<file path="config.mk">
export PLATFORM = sky130hd
export DESIGN_NAME = mac_timer_flat
export DESIGN_NICKNAME = d
export VERILOG_FILES = /design/src/rtl/mac_timer_pkg.sv /design/src/rtl/sfr_bus_if.sv /design/src/rtl/mac_timer.sv /design/src/rtl/sync_tick_gen.sv /design/src/flat_wrapper.sv
export SDC_FILE = /design/constraint.sdc
export NUM_CORES = 1
export LEC_CHECK = 0
export BUFFER_PORTS_ARGS = -buffer_cell sky130_fd_sc_hd__buf_2
export CAP_MARGIN = 20
export CORE_ASPECT_RATIO = 0.8
export CORE_MARGIN = 2
export CORE_UTILIZATION = 30
export DETAILED_ROUTE_END_ITERATION = 12
export PLACE_DENSITY_LB_ADDON = 0.3
export SLEW_MARGIN = 40
export SYNTH_ARGS = -nofsm -noshare
export SYNTH_HDL_FRONTEND = slang
export SYNTH_SLANG_ARGS = --single-unit
</file>
<file path="constraint.sdc">
create_clock -name SYS_CLK -period 2.5 [get_ports SYS_CLK]
set_clock_uncertainty 0.05 [all_clocks]
set_input_delay 0.5 -clock SYS_CLK [delete_from_list [all_inputs] [get_ports SYS_CLK]]
set_output_delay 0.5 -clock SYS_CLK [all_outputs]
set_load 0.005 [all_outputs]
</file>
<file path="src/rtl/mac_timer_pkg.sv">
/*
  Package for the MAC timer configuration and count access block: register
  offsets, field positions, reset values and timing constants.
  Assumes a single 200 MHz clock domain shared by both ends.
*/
package mac_timer_pkg;

  // Special function register offsets of the timer.
  localparam logic [7:0] TIMER_COUNT_LOW_BYTE = 8'ha6;
  localparam logic [7:0] TIMER_COUNT_HIGH_BYTE = 8'ha7;
  localparam logic [7:0] TIMER_CONFIGURATION = 8'hc3;
  localparam logic [7:0] TIMER_COMPARE_VALUE = 8'h94;
  localparam logic [7:0] TIMER_PERIOD_LOW = 8'ha4;
  localparam logic [7:0] TIMER_PERIOD_HIGH = 8'ha5;

  // Configuration field positions.
  localparam int CFG_COMPARE_FLAG = 7;
  localparam int CFG_PERIOD_FLAG = 6;
  localparam int CFG_OVF_COMPARE_FLAG = 5;
  localparam int CFG_UNUSED = 4;
  localparam int CFG_COMPARE_SOURCE = 3;
  localparam int CFG_RESERVED = 2;
  localparam int CFG_SYNC_ENABLE = 1;
  localparam int CFG_RUN = 0;

  // Values after reset.
  localparam logic [7:0] CFG_RESET = 8'h02;
  localparam logic [7:0] COUNT_RESET = 8'h00;
  localparam logic [15:0] PERIOD_RESET = 16'hffff;

  // Sync tick: 32.768 kHz derived from the 200 MHz clock.
  localparam int CLOCK_HZ = 200000000;
  localparam int SYNC_TICK_HZ = 32768;
  localparam int SYNC_TICK_CYCLES = CLOCK_HZ / SYNC_TICK_HZ;

  // Controller register map on AHB-Lite (byte addresses, one word apart).
  localparam logic [7:0] CTRL_SFR_ADDR = 8'h00;
  localparam logic [7:0] CTRL_WRITE_DATA = 8'h04;
  localparam logic [7:0] CTRL_COMMAND = 8'h08;
  localparam logic [7:0] CTRL_READ_DATA = 8'h0c;
  localparam logic [7:0] CTRL_STATUS = 8'h10;
  localparam int CMD_WRITE_BIT = 0;
  localparam int CMD_READ_BIT = 1;

endpackage

</file>
<file path="src/rtl/sfr_bus_if.sv">
/*
  Special function register bus between the timer and its controller.
  One access per strobe; read data stands the cycle after a read strobe.
*/
`timescale 1ns/1ps
interface sfr_bus_if;
  logic [7:0] addr;
  logic [7:0] wdata;
  logic wr;
  logic rd;
  logic [7:0] rdata;
  logic rvalid;

  modport controller (output addr, output wdata, output wr, output rd,
    input rdata, input rvalid);
  modport timer (input addr, input wdata, input wr, input rd,
    output rdata, output rvalid);
endinterface

</file>
<file path="src/rtl/mac_timer.sv">
/*
  MAC timer configuration, status and count access, seen from the SFR bus.
  Assumes the controller issues at most one strobe per cycle on the bus.
*/
// Decided for this implementation: the AHB-Lite interface to the registers.
// Operation
// - compare flag set on selected byte match
// - period flag set on period event
// - overflow compare flag set on event
// - flags set by hardware, write 0 clears
// - compare source selects high or low byte
// - software writes zero to reserved bit
// - sync off: start or stop immediately
// - sync on: act on next slow tick
// - sync enable is one after reset
// - run bit write starts or stops timer
// - run bit reads actual timer state
// - sync run status changes at actual event
// - high byte read returns shadow from low read
// - high write while idle loads upper byte
// - period event when count reaches period
// - delta decrements, sticks at zero
// - low write while running waits for high
// - software avoids zero period in low power
`timescale 1ns/1ps
module mac_timer (
  // Clock and reset
  input wire logic SYS_CLK,
  input wire logic RESET_N,
  // Register bus
  sfr_bus_if.timer BUS,
  // Overflow counter compare event from the overflow logic
  input wire logic OVF_COMPARE_EVENT,
  // Status
  output logic TIMER_RUNNING,
  output logic PERIOD_EVENT
);
  typedef struct packed {
    logic [15:0] count;
    logic [15:0] period;
    logic [15:0] delta;
    logic [7:0] low_written;
    logic [7:0] shadow_high;
    logic [7:0] compare;
    logic cmp_flag;
    logic per_flag;
    logic ofc_flag;
    logic cmp_src;
    logic reserved;
    logic sync_en;
    logic running;
    logic run_req;
    logic pending;
    logic period_event;
    logic [7:0] rdata;
    logic rvalid;
  } state_t;

  state_t cur;
  state_t next_cur;
  logic tick;
  logic [7:0] cfg_read;
  logic cmp_hit;
  logic per_hit;

  // The divider runs free, so a synced start or stop waits up to one full tick period.
  sync_tick_gen #(.CYCLES(mac_timer_pkg::SYNC_TICK_CYCLES)) u_tick (
    .clk(SYS_CLK),
    .reset_n(RESET_N),
    .tick(tick)
  );

  always_comb begin
    // Placing fields by their package positions keeps the map in one place.
    cfg_read = 8'h00;
    cfg_read[mac_timer_pkg::CFG_COMPARE_FLAG] = cur.cmp_flag;
    cfg_read[mac_timer_pkg::CFG_PERIOD_FLAG] = cur.per_flag;
    cfg_read[mac_timer_pkg::CFG_OVF_COMPARE_FLAG] = cur.ofc_flag;
    cfg_read[mac_timer_pkg::CFG_UNUSED] = 1'b0;
    cfg_read[mac_timer_pkg::CFG_COMPARE_SOURCE] = cur.cmp_src;
    cfg_read[mac_timer_pkg::CFG_RESERVED] = cur.reserved;
    cfg_read[mac_timer_pkg::CFG_SYNC_ENABLE] = cur.sync_en;
    cfg_read[mac_timer_pkg::CFG_RUN] = cur.running;
    // The compare keeps matching while the count is frozen, so a flag
    // cleared during a delta halt may come straight back.
    cmp_hit = cur.running && (cur.compare ==
      (cur.cmp_src ? cur.count[7:0] : cur.count[15:8]));
    // The period check waits out a delta too, so a halt stretches its period.
    per_hit = cur.running && (cur.delta == 16'h0000) &&
      (cur.count >= cur.period);
  end

  always_comb begin
    next_cur = cur;
    next_cur.rvalid = 1'b0;
    next_cur.period_event = 1'b0;
    // Counting, halted while a delta is outstanding.
    // A new delta replaces one still counting; halts do not add up.
    if (cur.running) begin
      if (cur.delta != 16'h0000) begin
        next_cur.delta = cur.delta - 16'h0001;
      end else if (per_hit) begin
        next_cur.count = 16'h0000;
        next_cur.period_event = 1'b1;
      end else begin
        next_cur.count = cur.count + 16'h0001;
      end
    end
    // Start and stop.
    // A synced start resumes the count where it stopped; it does not
    // recompute the count from the slow clock.
    if (cur.pending && tick) begin
      next_cur.running = cur.run_req;
      next_cur.pending = 1'b0;
    end
    // Bus reads.
    if (BUS.rd) begin
      next_cur.rvalid = 1'b1;
      case (BUS.addr)
        mac_timer_pkg::TIMER_CONFIGURATION: next_cur.rdata = cfg_read;
        mac_timer_pkg::TIMER_COUNT_LOW_BYTE: begin
          next_cur.rdata = cur.count[7:0];
          // The shadow keeps a two-byte read coherent while the count moves on.
          next_cur.shadow_high = cur.count[15:8];
        end
        mac_timer_pkg::TIMER_COUNT_HIGH_BYTE: next_cur.rdata = cur.shadow_high;
        mac_timer_pkg::TIMER_COMPARE_VALUE: next_cur.rdata = cur.compare;
        mac_timer_pkg::TIMER_PERIOD_LOW: next_cur.rdata = cur.period[7:0];
        mac_timer_pkg::TIMER_PERIOD_HIGH: next_cur.rdata = cur.period[15:8];
        default: next_cur.rdata = 8'h00;
      endcase
    end
    // Bus writes.
    if (BUS.wr) begin
      case (BUS.addr)
        mac_timer_pkg::TIMER_CONFIGURATION: begin
          // Write 0 clears a flag, write 1 leaves it.
          next_cur.cmp_flag = cur.cmp_flag & BUS.wdata[mac_timer_pkg::CFG_COMPARE_FLAG];
          next_cur.per_flag = cur.per_flag & BUS.wdata[mac_timer_pkg::CFG_PERIOD_FLAG];
          next_cur.ofc_flag = cur.ofc_flag & BUS.wdata[mac_timer_pkg::CFG_OVF_COMPARE_FLAG];
          next_cur.cmp_src = BUS.wdata[mac_timer_pkg::CFG_COMPARE_SOURCE];
          next_cur.reserved = BUS.wdata[mac_timer_pkg::CFG_RESERVED];
          next_cur.sync_en = BUS.wdata[mac_timer_pkg::CFG_SYNC_ENABLE];
          if (BUS.wdata[mac_timer_pkg::CFG_SYNC_ENABLE]) begin
            next_cur.run_req = BUS.wdata[mac_timer_pkg::CFG_RUN];
            next_cur.pending = 1'b1;
          end else begin
            next_cur.running = BUS.wdata[mac_timer_pkg::CFG_RUN];
            next_cur.pending = 1'b0;
          end
        end
        mac_timer_pkg::TIMER_COUNT_LOW_BYTE: begin
          // While running, the low byte only waits for the high byte to form a delta.
          next_cur.low_written = BUS.wdata;
          if (!cur.running) begin
            next_cur.count[7:0] = BUS.wdata;
          end
        end
        mac_timer_pkg::TIMER_COUNT_HIGH_BYTE: begin
          if (cur.running) begin
            next_cur.delta = {BUS.wdata, cur.low_written};
          end else begin
            next_cur.count[15:8] = BUS.wdata;
          end
        end
        mac_timer_pkg::TIMER_COMPARE_VALUE: next_cur.compare = BUS.wdata;
        mac_timer_pkg::TIMER_PERIOD_LOW: next_cur.period[7:0] = BUS.wdata;
        mac_timer_pkg::TIMER_PERIOD_HIGH: next_cur.period[15:8] = BUS.wdata;
        default: next_cur.compare = next_cur.compare;
      endcase
    end
    // Hardware sets come last so they win over a clear in the same cycle.
    if (cmp_hit) begin
      next_cur.cmp_flag = 1'b1;
    end
    if (per_hit) begin
      next_cur.per_flag = 1'b1;
    end
    // The overflow compare event comes from logic on this clock, so it needs no synchroniser.
    if (OVF_COMPARE_EVENT) begin
      next_cur.ofc_flag = 1'b1;
    end
  end

  always_ff @(posedge SYS_CLK) begin
    if (!RESET_N) begin
      cur <= '0;
      cur.count <= {mac_timer_pkg::COUNT_RESET, mac_timer_pkg::COUNT_RESET};
      cur.period <= mac_timer_pkg::PERIOD_RESET;
      cur.cmp_flag <= mac_timer_pkg::CFG_RESET[mac_timer_pkg::CFG_COMPARE_FLAG];
      cur.per_flag <= mac_timer_pkg::CFG_RESET[mac_timer_pkg::CFG_PERIOD_FLAG];
      cur.ofc_flag <= mac_timer_pkg::CFG_RESET[mac_timer_pkg::CFG_OVF_COMPARE_FLAG];
      cur.cmp_src <= mac_timer_pkg::CFG_RESET[mac_timer_pkg::CFG_COMPARE_SOURCE];
      cur.reserved <= mac_timer_pkg::CFG_RESET[mac_timer_pkg::CFG_RESERVED];
      cur.sync_en <= mac_timer_pkg::CFG_RESET[mac_timer_pkg::CFG_SYNC_ENABLE];
      cur.running <= mac_timer_pkg::CFG_RESET[mac_timer_pkg::CFG_RUN];
      cur.run_req <= mac_timer_pkg::CFG_RESET[mac_timer_pkg::CFG_RUN];
    end else begin
      cur <= next_cur;
    end
  end

  assign BUS.rdata = cur.rdata;
  assign BUS.rvalid = cur.rvalid;
  assign TIMER_RUNNING = cur.running;
  assign PERIOD_EVENT = cur.period_event;
endmodule

</file>
<file path="src/rtl/sync_tick_gen.sv">
/*
  Free-running divider that yields a one-cycle tick at the 32.768 kHz rate.
  Assumes the same clock and synchronous reset as the timer.
*/
`timescale 1ns/1ps
module sync_tick_gen #(
  parameter int CYCLES = mac_timer_pkg::SYNC_TICK_CYCLES
) (
  input wire logic clk,
  input wire logic reset_n,
  output logic tick
);
  typedef struct packed {
    logic [15:0] count;
    logic tick;
  } state_t;

  state_t cur;
  state_t next_cur;

  always_comb begin
    next_cur = cur;
    next_cur.tick = 1'b0;
    if (cur.count == 16'(CYCLES - 1)) begin
      next_cur.count = 16'h0000;
      next_cur.tick = 1'b1;
    end else begin
      next_cur.count = cur.count + 16'h0001;
    end
  end

  always_ff @(posedge clk) begin
    if (!reset_n) begin
      cur <= '0;
    end else begin
      cur <= next_cur;
    end
  end

  assign tick = cur.tick;
endmodule

</file>
<file path="src/flat_wrapper.sv">
// flat-port wrapper written by rule: the top's interface ports become plain ports
module mac_timer_flat 
  (SYS_CLK, RESET_N, OVF_COMPARE_EVENT, TIMER_RUNNING, PERIOD_EVENT, BUS_addr, BUS_wdata, BUS_wr, BUS_rd, BUS_rdata, BUS_rvalid);
  sfr_bus_if BUS_i ();
  input wire logic SYS_CLK;
  input wire logic RESET_N;
  input wire logic OVF_COMPARE_EVENT;
  output logic TIMER_RUNNING;
  output logic PERIOD_EVENT;
  input wire logic [$bits(BUS_i.addr)-1:0] BUS_addr;
  input wire logic [$bits(BUS_i.wdata)-1:0] BUS_wdata;
  input wire logic [$bits(BUS_i.wr)-1:0] BUS_wr;
  input wire logic [$bits(BUS_i.rd)-1:0] BUS_rd;
  output wire logic [$bits(BUS_i.rdata)-1:0] BUS_rdata;
  output wire logic [$bits(BUS_i.rvalid)-1:0] BUS_rvalid;
  assign BUS_i.addr = BUS_addr;
  assign BUS_i.wdata = BUS_wdata;
  assign BUS_i.wr = BUS_wr;
  assign BUS_i.rd = BUS_rd;
  assign BUS_rdata = BUS_i.rdata;
  assign BUS_rvalid = BUS_i.rvalid;
  mac_timer u_core (.SYS_CLK(SYS_CLK), .RESET_N(RESET_N), .BUS(BUS_i), .OVF_COMPARE_EVENT(OVF_COMPARE_EVENT), .TIMER_RUNNING(TIMER_RUNNING), .PERIOD_EVENT(PERIOD_EVENT));
endmodule
</file>
== After elaboration in Yosys (flattened, before gate mapping) ==
Index checks and enable logic that the tools add are counted.
Word-level totals
  bits in latches: 0
  register bits: 108
  word-level logic and storage cells: 92
  output and inout bits: 11
  memories: 0
  input port bits: 21
  memory bits (writable): 0
  memory bits (read-only): 0
Cells by class
  shift operators: 0
  bitwise logic cells: 5
  reduce and logical (&&, ||, !) cells: 24
  add/subtract/negate cells: 3
  multiplexer cells: 30
  $mul: 0
  magnitude comparators: 1
  divide/modulo/power cells: 0
  equal/unequal tests: 8
Operators by type and width (number)
  $mux W16: 7
  $mux W8: 8
  $mux W56: 1
  $eq A8 B8 Y1 const B: 6
  $pmux W8 S6: 1
  $add A16 B1 Y16 const B: 2
  $mux W9: 2
  $reduce_and A2 Y1: 9
  $eq A16 B13 Y1 const B: 1
  $ge A16 B16 Y1: 1
  $logic_not A16 Y1: 1
  $reduce_bool A16 Y1: 1
  $sub A16 B1 Y16 const B: 1
  $reduce_bool A2 Y1: 6
  $mux W1: 11
  $eq A8 B8 Y1: 1
  $logic_and A1 B1 Y1: 4
  $and A1 B1 Y1: 3
  $reduce_and A3 Y1: 1
  $reduce_or A3 Y1: 1
  $not A1 Y1: 2
  $reduce_or A2 Y1: 1

== Logic depth before layout (Yosys ltp) ==
  word-level depth: 9
  mapped depth: 10
  gate-level depth less buffers: 8

== Hierarchy ==
A second synthesis with hierarchy kept.
Unflattened totals
  cell total of the unflattened synthesis: 719
  area, all modules: 6018.3 µm²
Modules (own cells, without submodules)
  mac_timer: seq. area each 1821.7 µm², cells each 636, area each 5158.7 µm², times used 1
  sync_tick_gen: seq. area each 340.3 µm², cells each 83, area each 859.6 µm², times used 1

== Least setup slack after synthesis ==
No wires, ideal clock.
  path type: reg-to-reg
  start: reg (tool-made name)
  end: reg u_core.cur[86] (netlist name)
  slack: -0.026 ns
  arrival: 2.350 ns
  data required time: 2.324 ns
  cell stages (with the launch flop): 10
  buffers on the path: 1
  setup time: 0.126 ns
  clock period less this slack: 2.526 ns
  cell sequence: dfxtp_1 > inv_1 > ha_1 > or3b_1 > or3_1 > buf_2 > or4_4 > o21a_1 > o211ai_1 > nand3_1
RTL lines
  to (signal assigned): RTL line mac_timer.sv:199  | cur <= next_cur;
  to (decl): RTL line mac_timer.sv:59  | state_t cur;

==> flow_metrics.py <==
metrics = {
    "worst_setup_path": {
        "critPathBufInv": 1,
        "start_kind": "register",
        "worst-r2r-cell-count": 8,
        "critical_path_class": "register to register",
        "cp_slowest_cell": "or4_4",
        "critPathMaxFanout": 5,
        "crit_required_ns": 2.70,
        "path_delay_family": "simple AND/OR/NAND/NOR gates",
        "cp_num_cells": 8,
        "max_stage_delay_ns": 0.57,
        "path_cells": "inv_2, ha_4, or3b_4, or3_4, or4_4, o21a_1, o211ai_1, nand3_1",
        "worstSetupEndpointType": "register",
        "cp_data_arrival_time_ns": 2.67,
    },
    "logic_synthesis": {
        "syn_nets": 755,
        "synth.distinct_cells": 67,
        "yosysWarningCount": 0,
        "synth_edf_count": 0,
        "yosys_register_bits": 108,
        "ys_seq_area_frac": 0.366,
        "ys_async_sr_fraction": 0,
        "postSynthAreaPerCell_sq_um": 8.27,
        "synthFlopType": "dfxtp_1",
        "netlist_area_sq_mm": 0.00590,
        "synth_cells": 714,
    },
    "global_route": {
        "gr-usage-met2": 0.267,
        "first_global_vias": 5150,
        "grt_overflow": 0,
        "top_usage_layer": "met2",
        "grt_max_degree": 31,
        "grt_pass1_wl_mm": 29.0,
        "use_met1": 0.262,
        "grt_usage": 0.179,
        "met3_usage": 0.0355,
        "antenna_found_initial": 0,
    },
    "floorplan": {
        "die_area_sq_mm": 0.0208,
        "die_width_um": 161,
        "rows": 45,
        "start_util": 0.308,
        "ios": 32,
        "die_h_um": 129,
        "core_sq_mm": 0.0191,
    },
    "clocking": {
        "cts.sinks": 108,
        "hold_buffers": 0,
        "cts_buffer_depth": 2,
        "clockRootBuffer": "clkbuf_16",
        "cts_tree": "yes",
        "htreeDepth": 3,
        "numCtsBuffers": 9,
        "clk_latency_ns": 0.37,
        "clkTransAtPathRegs_ns": 0.08,
    },
    "final_layout": {
        "nets": 833,
        "final_common_cell": "dfxtp_1",
        "seq_area_sq_mm": 0.00217,
        "drive_gt1_frac": 0.236,
        "fill_cells": 1993,
        "layout_common_cells": "dfxtp_1 (100), nand2_1 (89), buf_4 (82)",
        "area_delta_synth_final_pct": 23.9,
        "antenna_cells": 0,
        "multi_input_area_sq_mm": 0.00358,
    },
    "sta": {
        "holdWs_ns": 0.325,
        "rsz0062_at_grt": "yes",
        "tightest_slew_ns": 0.645,
        "period_minus_slack_ns": 2.47,
        "maxSlewViolCount": 0,
        "finalHoldViolCount": 0,
        "relSlewSlack": 0.559,
        "setup_violations": 0,
        "max_freq_mhz": 405,
        "fin_crit_sh": 0.988,
    },
    "placement": {
        "place_hpwl_mm": 13.4,
        "port-buffer-count": 31,
        "place.gp.congestion": 0.886,
    },
    "run_status": {
        "status": "completed",
    },
    "job": {
        "maxCapViolCount": 0,
    },
    "routing": {
        "routedWlPerCell_um": 17.3,
        "wirelength_mm": 18.2,
        "viasPerCell": 5.21,
        "final_antenna_net_count": 0,
        "drt-initial-drc-count": 582,
        "drc": 0,
        "drt-pass1-iter-count": 5,
        "via_count": 5497,
    },
    "worst_hold_path": {
        "hp-class": "primary input to register",
        "min_path_cells": 3,
    },
    "pwr": {
        "totalPowerFinal_uw": 3470,
        "p_leak_uw": 0.00305,
        "p_per_area_mw_per_mm2": 474,
        "ir_worst_vdd_mv": 0.332,
    },
}
[path summary, 6_finish.rpt]
check | start | endpoint | slack [ns]
min reg2reg | u_core.cur[29] | u_core.cur[29] | 0.40
max reg2reg | register | u_core.cur[86] | 0.03
min | OVF_COMPARE_EVENT | u_core.cfg_read[5] | 0.33
max | register | u_core.cur[86] | 0.03
[cell usage after synthesis, types with 5 or more instances]
cell type,number,area share
o211ai_1,8,0.010
or3_1,5,0.0053
and3_1,19,0.020
nor2_1,62,0.039
nor3_1,14,0.012
inv_1,28,0.018
dfxtp_1,108,0.37
nand2_1,90,0.057
nand3_1,35,0.030
and2_1,5,0.0053
mux2i_1,23,0.039
ha_1,20,0.042
and4_1,6,0.0089
mux4_2,8,0.031
nand4_1,13,0.014
clkbuf_1,35,0.022
a22oi_1,11,0.014
a2bb2oi_1,6,0.0089
xnor2_1,14,0.021
a21o_1,6,0.0076
a311oi_1,5,0.0074
o21ai_0,22,0.019
a31oi_1,13,0.014
xor2_1,13,0.019
a21oi_1,52,0.044
buf_4,8,0.010
[cells by family (layout without fill, tap and decap cells)]
logic type,count (synthesis),count (layout),synth area share
mux,32,32,0.0714
compound gates,165,165,0.181
fa+ha+maj,20,20,0.0424
simple gates,284,284,0.241
xor+xnor,27,27,0.0401
buf+inv,78,161,0.0568
flops,108,108,0.366
[stage by stage]
step / utilization / instances / TNS [ns] / setup slack [ns] / instance area, sq um
6_report: 0.382 / 1055 / 0 / 0.0302 / 7310
5_1_grt: 0.382 / 1055 / -0.0961 / -0.0486 / 7310
3_3_place_gp: 0.355 / 1035 / -1.65 / -0.278 / 6790
2_1_floorplan: - / 714 / 0 / 0.000920 / 5910
4_1_cts: 0.374 / 1052 / 0 / 0.0190 / 7150
3_5_place_dp: 0.355 / 1035 / -0.870 / -0.125 / 6790
[per-layer routing]
layer  up-vias  routed length [um]
met5         -                   0
met1      2609                9220
met4         0                 284
met2       130                7700
li1       2736                   -
met3        22                1030
[report_power, final]
part	switching [uW]	internal, uW
combinational	149	89.1
sequential	10.4	1730
clock	770	718
total	930	2540
[layout make-up]
class	instances	area share
tap	258	0.0441
clock inverter	7	0.0111
inverter	29	0.0149
timing repair buffer	116	0.112
sequential	108	0.297
multi-input combinational	528	0.490
clock buffer	9	0.0308
[worst min-delay path, delay by kind of cell]
family	cells	cell delay, ns
buffers and inverters	2	0.14
AOI/OAI and AO/OA	1	0.05
[repair_timing]
item	in CTS	in global routing
setup endpoints to repair	15	17
pin swaps	4	15
resized for setup	9	33
setup buffers	1	4
Power figures use the tool's default switching activity.
